--- src/include/cms_params.svh ---
/*
 * Offsets, field positions, reset values and sequencer counts of the contact monitor.
 * Assumes a CPU data space with 8-bit addresses and 8-bit data.
 */
`ifndef CMS_PARAMS_SVH
`define CMS_PARAMS_SVH

`define CMS_OFS_BIAS_CTRL 8'hE0
`define CMS_OFS_LIVE_STATUS 8'hE1
`define CMS_OFS_IRQ_CTRL 8'hE8
`define CMS_OFS_COMPARE 8'hE9

`define CMS_IRQ_EN_BIT 7
`define CMS_IRQ_IF_BIT 6

`define CMS_RST_BIAS_CTRL 7'h00
`define CMS_RST_COMPARE 7'h00
`define CMS_RST_SAMPLE 7'h00

`define CMS_CHANNELS 7
`define CMS_SLOT_BITS 9
`define CMS_SLOT_US 30
`define CMS_STROBE_US 15

`endif

--- src/include/cms_pkg.sv ---
/*
 * Types of the contact monitor.
 * Assumes cms_params.svh is on the include path.
 */
package cms_pkg;
    typedef struct packed {
        logic wr;
        logic rd;
        logic [7:0] addr;
        logic [7:0] wdata;
    } cms_bus_req_t;
endpackage

--- src/verilog/cms_monitor.sv ---
/*
 * Contact monitor: strobed sensing of seven contacts, compare logic and interrupt flag.
 * Assumes i_standby_clock is the free-running standby oscillator, asynchronous to i_clk,
 * and that i_contact_comp carries the per-contact current comparators, also asynchronous.
 */
// Functional notes
// - Strobe decoder, seven identical sensing channels, and shared interrupt logic.
// - All strobe timing comes from the standby clock, not the CPU clock.
// - Sensing continues while the CPU is stopped; standby clock keeps running.
// - Only one channel is strobed at a time.
// - Each channel is strobed once per 512-slot cycle of 15.36 ms.
// - Activation window lasts exactly one standby clock period.
// - Comparator is sampled half a standby period after activation.
// - Strobe latches comparator result into the channel's sample bit.
// - Sample differing from expected bit raises that channel's request.
// - Permanent-bias bit biases the contact continuously; live level readable.
// - ORed requests set shared flag; set beats software clear.
`include "cms_params.svh"

module cms_monitor #(
    parameter int NCH = `CMS_CHANNELS
) (
    input wire logic i_clk,
    input wire logic i_reset,
    input wire logic i_standby_clock,
    input wire logic [NCH-1:0] i_contact_comp,
    input wire cms_pkg::cms_bus_req_t i_bus,
    output logic [7:0] o_rdata,
    output logic [NCH-1:0] o_contact_bias,
    output logic o_irq
);
    import cms_pkg::*;

    ////////////////////////////////////////////////////////////////////////////
    // Input synchronisers
    logic [2:0] sb_sync_q;
    logic sb_lvl_q, sb_lvl_d;
    logic [NCH-1:0] cmp1_q, cmp2_q, cmp3_q, live_q, live_d;
    logic sb_rise, sb_fall;

    always_ff @(posedge i_clk) begin
        sb_sync_q <= {sb_sync_q[1:0], i_standby_clock};
        cmp1_q <= i_contact_comp;
        cmp2_q <= cmp1_q;
        cmp3_q <= cmp2_q;
    end

    // Standby level taken once second and third stages agree
    always_comb begin
        sb_lvl_d = (sb_sync_q[1] == sb_sync_q[2]) ? sb_sync_q[2] : sb_lvl_q;
    end

    assign sb_rise = sb_lvl_d & ~sb_lvl_q;
    assign sb_fall = ~sb_lvl_d & sb_lvl_q;

    genvar g;
    generate
        for (g = 0; g < NCH; g++) begin : g_live
            always_comb begin
                live_d[g] = (cmp2_q[g] == cmp3_q[g]) ? cmp3_q[g] : live_q[g];
            end
        end
    endgenerate

    always_ff @(posedge i_clk) begin
        if (i_reset) begin
            // Follow the pin level so no false edge follows reset
            sb_lvl_q <= sb_sync_q[2];
            live_q <= '0;
        end else begin
            sb_lvl_q <= sb_lvl_d;
            live_q <= live_d;
        end
    end

    ////////////////////////////////////////////////////////////////////////////
    // Strobe decoder
    logic [`CMS_SLOT_BITS-1:0] slot_q, slot_d;
    logic [NCH-1:0] strobe_sel, sample_q, sample_d, bias_q, bias_d;
    logic [NCH-1:0] bias_ctrl_q, bias_ctrl_d;

    function automatic logic [NCH-1:0] slot_decode(input logic [`CMS_SLOT_BITS-1:0] s);
        logic [NCH-1:0] r;
        r = '0;
        if (s < NCH) begin
            r[s[2:0]] = 1'b1;
        end
        return r;
    endfunction

    assign strobe_sel = slot_decode(slot_q);

    always_comb begin
        slot_d = slot_q;
        if (sb_rise) begin
            slot_d = slot_q + 1'b1;
        end
        sample_d = sample_q;
        if (sb_fall) begin
            sample_d = (sample_q & ~strobe_sel) | (live_q & strobe_sel);
        end
        bias_d = slot_decode(slot_d) | bias_ctrl_q;
    end

    always_ff @(posedge i_clk) begin
        if (i_reset) begin
            slot_q <= '0;
            sample_q <= `CMS_RST_SAMPLE;
            bias_q <= '0;
        end else begin
            slot_q <= slot_d;
            sample_q <= sample_d;
            bias_q <= bias_d;
        end
    end

    assign o_contact_bias = bias_q;

    ////////////////////////////////////////////////////////////////////////////
    // Registers and interrupt flag
    logic [NCH-1:0] cmp_val_q, cmp_val_d, chan_req;
    logic en_q, en_d, if_q, if_d, irq_q, irq_d;
    logic [7:0] rdata_q, rdata_d;
    logic wr_bias, wr_irq, wr_cmp;

    assign chan_req = sample_q ^ cmp_val_q;
    assign wr_bias = i_bus.wr && (i_bus.addr == `CMS_OFS_BIAS_CTRL);
    assign wr_irq = i_bus.wr && (i_bus.addr == `CMS_OFS_IRQ_CTRL);
    assign wr_cmp = i_bus.wr && (i_bus.addr == `CMS_OFS_COMPARE);

    always_comb begin
        bias_ctrl_d = wr_bias ? i_bus.wdata[NCH-1:0] : bias_ctrl_q;
        cmp_val_d = wr_cmp ? i_bus.wdata[NCH-1:0] : cmp_val_q;
        en_d = wr_irq ? i_bus.wdata[`CMS_IRQ_EN_BIT] : en_q;
        if_d = wr_irq ? i_bus.wdata[`CMS_IRQ_IF_BIT] : if_q;
        if (|chan_req) begin
            if_d = 1'b1;
        end
        irq_d = if_d & en_d;
        rdata_d = 8'h00;
        if (i_bus.rd) begin
            unique case (i_bus.addr)
                `CMS_OFS_BIAS_CTRL: rdata_d = {1'b0, bias_ctrl_q};
                `CMS_OFS_LIVE_STATUS: rdata_d = {1'b0, live_q};
                `CMS_OFS_IRQ_CTRL: rdata_d = {en_q, if_q, 6'h00};
                `CMS_OFS_COMPARE: rdata_d = {1'b0, cmp_val_q};
                default: rdata_d = 8'h00;
            endcase
        end
    end

    always_ff @(posedge i_clk) begin
        if (i_reset) begin
            bias_ctrl_q <= `CMS_RST_BIAS_CTRL;
            cmp_val_q <= `CMS_RST_COMPARE;
            en_q <= 1'b0;
            if_q <= 1'b0;
            irq_q <= 1'b0;
            rdata_q <= 8'h00;
        end else begin
            bias_ctrl_q <= bias_ctrl_d;
            cmp_val_q <= cmp_val_d;
            en_q <= en_d;
            if_q <= if_d;
            irq_q <= irq_d;
            rdata_q <= rdata_d;
        end
    end

    assign o_rdata = rdata_q;
    assign o_irq = irq_q;
endmodule // cms_monitor

--- config.mk ---
export PLATFORM = sky130hd
export DESIGN_NAME = cms_monitor
export DESIGN_NICKNAME = d
export VERILOG_FILES = /design/src/include/cms_pkg.sv /design/src/verilog/cms_monitor.sv
export VERILOG_INCLUDE_DIRS = /design/src /design/src/include
export SDC_FILE = /design/constraint.sdc
export NUM_CORES = 1
export LEC_CHECK = 0
export BUFFER_PORTS_ARGS = -buffer_cell sky130_fd_sc_hd__buf_4
export CAP_MARGIN = 40
export CORE_UTILIZATION = 40
export CTS_CLUSTER_SIZE = 16
export DETAILED_ROUTE_END_ITERATION = 8
export GPL_TIMING_DRIVEN = 0
export MAX_ROUTING_LAYER = met4
export SETUP_SLACK_MARGIN = 0.02
export SLEW_MARGIN = 0
export SYNTH_ARGS = -nofsm -noshare
export SYNTH_HDL_FRONTEND = slang
export SYNTH_SLANG_ARGS = --single-unit
export TNS_END_PERCENT = 1
--- constraint.sdc ---
create_clock -name i_clk -period 2.73 [get_ports i_clk]
set_input_delay 0.546 -clock i_clk [delete_from_list [all_inputs] [get_ports i_clk]]
set_output_delay 0.546 -clock i_clk [all_outputs]
set_load 0.02 [all_outputs]
==> flow_summary_export.csv <==
group,metric,value,unit
synthesis,ys_seq_area_frac,0.529,
synthesis,synth_cell_types,40,
floorplan,std_cell_rows,31,
timing,slew_violations,0,
global_routing,grtUsageMet2,0.264,
global_routing,grt_pass1_wl,10200,µm
placed_design,hpwl,4730,µm
worst_hold_path,hold_depth,1,
setup_path,critPathTopFamily,"compound AO/OA/AOI/OAI gates",
final_layout,final_common_cell,"dfxtp_1",
placed_design,portBuffers,41,
route,drtAntennaViolNets,0,
setup_path,crit_fanout,8,
route,drt-pass1-iter-count,4,
synthesis,post-synth-top-area-cell,"dfxtp_1",
synthesis,syn_area_per_cell,10.1,µm²
floorplan,die_w,89.0,µm
power,power_density,611,nW/µm²
worst_hold_path,hp-class,"primary input to flop",
synthesis,synthArstFlopShare,0,
clocking,clk_path_buf_depth,2,
clocking,tritoncts,"yes",
route,drcViolationCount,0,
synthesis,synthTopCellsByArea,"dfxtp_1 (53%), mux2i_1 (6.3%), nor2_1 (4.5%)",
power,ir_drop,0.283,mV
floorplan,die_h,89.0,µm
job,cap_violations,0,
route,viasPerCell,5.00,
setup_path,r2r_start,"slot_q[0]",
timing,clock-skew-final,0.0106,ns
clocking,holdBufCountCts,0,
synthesis,synth_area,3030,µm²
timing,setup-violations-final,0,
clocking,postCtsSetupBuffers,0,
setup_path,worst_path_max_delay_cell,"a31oi_1",
clocking,clock-sinks,80,
timing,hold_violations,0,
timing,fmax,509,MHz
floorplan,initial_core_util,0.415,
timing,post-route-min-period,1.97,ns
setup_path,cp_slowest_stage_delay,0.55,ns
synthesis,yosysWarnings,0,
clocking,clock_latency,0.35,ns
global_routing,grt_pass1_vias,2034,
power,totalPowerFinal,0.00224,W
setup_path,critPathBufInv,0,
setup_path,rr_endpoint,"o_contact_bias[0]",
clocking,htreeDepth,3,
final_layout,fill_cells,705,
timing,tightest_slew,0.642,ns
setup_path,critPathKind,"flop to flop",
final_layout,nNetsFinal,380,
setup_path,ff2ff_path_depth,5,
final_layout,areaGrowthSynthToFinish,21.1,%
floorplan,coreArea,7290,µm²
clocking,clk_pin_slew,0.09,ns
synthesis,syn_inst,299,
timing,rsz0062_at_grt,"no",
synthesis,synthXorXnorAreaFrac,0.0405,
timing,relSlewSlack,0.570,
setup_path,crit_chain,"ha_1 -> and2_1 -> and3_1 -> a31oi_1 -> o41ai_1",
synthesis,synth_compound_area_frac,0.118,
status,status,"finished clean",
power,leakagePower,1.54,nW
placed_design,gp_congestion,0.868,
synthesis,synth_flop_cell,"dfxtp_1",
final_layout,layout_common_cells,"dfxtp_1 (80), buf_4 (41), nor2_1 (36)",
synthesis,synthSimpleGateAreaFrac,0.181,
floorplan,dieArea,7920,µm²
clocking,cts_buffers,9,
timing,fin_crit_sh,0.720,
synthesis,synth.area.mux_share,0.0963,
route,routed_wl,6370,µm
synthesis,synth_edf_count,0,
global_routing,grt_max_degree,17,
final_layout,drive_gt1_frac,0.216,
synthesis,yosys.area_share.adder,0.00413,
setup_path,worstPathRequired,2.93,ns
synthesis,syn_nets,328,
worst_hold_path,min_from,"i_contact_comp[6]",
global_routing,grt-busiest-layer,"met2",
synthesis,synth-seq-cells,80,
global_routing,antenna_found_initial,0,
global_routing,grt_util_met3,0.0332,
worst_hold_path,min_delay_worst_endpoint,"cmp1_q[6]",
synthesis,synth_top_area_share,0.529,
setup_path,start_kind,"flop",
setup_path,crit_arrival,2.17,ns
final_layout,antenna_cells,0,
route,vias,2273,
global_routing,grt_usage,0.178,
route,wl_per_cell,14.0,µm
floorplan,pin_count,44,
timing,finalSetupTns,0,ns
setup_path,crit_path_end_kind,"flop",
route,drt_iter0_drc,119,
synthesis,synth_top_family_by_area,"simple AND/OR/NAND/NOR gates",
clocking,root_buffer,"clkbuf_8",
global_routing,grt-ovfl-total,0,
clocking,cts-resized-gates,0,
global_routing,met1_usage,0.236,
setup_path,reg2reg_slack,0.76,ns
==> worst register-to-register path: cells and delay by family (launching register included) <==
family                     cells  cell delay [ns]
AOI/OAI and AO/OA              2             0.73
and+or+nand+nor                2             0.45
DFF                            1             0.35
adders and majority gates      1             0.30
==> kinds of logic after synthesis <==
kind of cell / Yosys count
xor gates and xnor gates: 14
AOI/OAI and AO/OA: 54
muxes: 27
DFF: 80
buffers and inverters: 18
adders and majority gates: 1
and+or+nand+nor: 105
==> how the worst max path moves through the flow <==
stage,startpoint,to,slack [ns],cells past startpoint
5_1_grt,slot_q[0],o_contact_bias[0],0.53,5
3_5_place_dp,i_bus[11],bias_ctrl_q[2],0.48,5
6_report,slot_q[0],o_contact_bias[0],0.76,5
3_3_place_gp,i_bus[11],bias_ctrl_q[3],0.51,5
4_1_cts,slot_q[0],o_contact_bias[0],0.80,5
2_1_floorplan,i_bus[11],bias_ctrl_q[0],0.88,5
==> synthesized netlist by cell type, types with 2 or more instances <==
library cell,n
a211oi_1,2
a21oi_1,16
a22oi_1,6
a2bb2oi_1,4
a31oi_1,2
and2_1,2
and3_1,4
buf_2,2
buf_6,3
clkbuf_1,9
dfxtp_1,80
inv_1,3
mux2_2,7
mux2i_1,19
nand2_1,14
nand2b_1,10
nand3_1,10
nand4_1,11
nor2_1,36
nor2b_1,4
nor4_2,2
o21ai_0,13
o31ai_1,3
o41ai_1,7
or2_2,3
xnor2_1,7
xor2_1,7
==> per-stage QoR <==
stage / hold WS (ns) / utilization / setup WS, ns / std cells / instance area, µm²
finish: 0.294 / 0.503 / 0.765 / 455 / 3670
global route: 0.269 / 0.503 / 0.534 / 455 / 3670
CTS: 0.276 / 0.503 / 0.800 / 455 / 3670
detailed placement: 0.313 / 0.474 / 0.475 / 439 / 3460
global placement: 0.310 / 0.474 / 0.514 / 439 / 3460
floorplan: 0.310 / - / 0.881 / 299 / 3030
==> power by group <==
group | switching [W] | internal, W
registers | 0.0000186 | 0.00120
clock network | 0.000461 | 0.000440
logic | 0.0000635 | 0.0000600
total | 0.000543 | 0.00170
==> state kept, by name, indices dropped and copies added (netlist names), named ones only <==
| name | count |
|---|---|
| cmp3_q | 7 |
| o_irq | 1 |
| sb_sync_q | 3 |
| cmp2_q | 7 |
| if_q | 1 |
| cmp_val_q | 7 |
| cmp1_q | 7 |
| en_q | 1 |
| o_rdata | 8 |
| live_q | 7 |
| slot_q | 9 |
| o_contact_bias | 7 |
| bias_ctrl_q | 7 |
| sb_lvl_q | 1 |
==> final cells by class <==
type | count | area (µm²) | share of cell area
Tap cell | 99 | 124 | 0.0338
Multi-Input combinational cell | 201 | 1330 | 0.363
Sequential cell | 80 | 1600 | 0.437
Inverter | 3 | 11.3 | 0.00307
Clock inverter | 7 | 83.8 | 0.0229
Buffer | 15 | 81.3 | 0.0222
Clock buffer | 9 | 124 | 0.0338
Timing Repair Buffer | 41 | 308 | 0.0840
==> routing by layer <==
| metal | up-vias | share of wire |
|---|---|---|
| met5 | - | 0 |
| met4 | 0 | 0.016 |
| met3 | 11 | 0.026 |
| met2 | 42 | 0.46 |
| met1 | 1051 | 0.50 |
| li1 | 1169 | - |
Power figures use the tool's default switching activity.
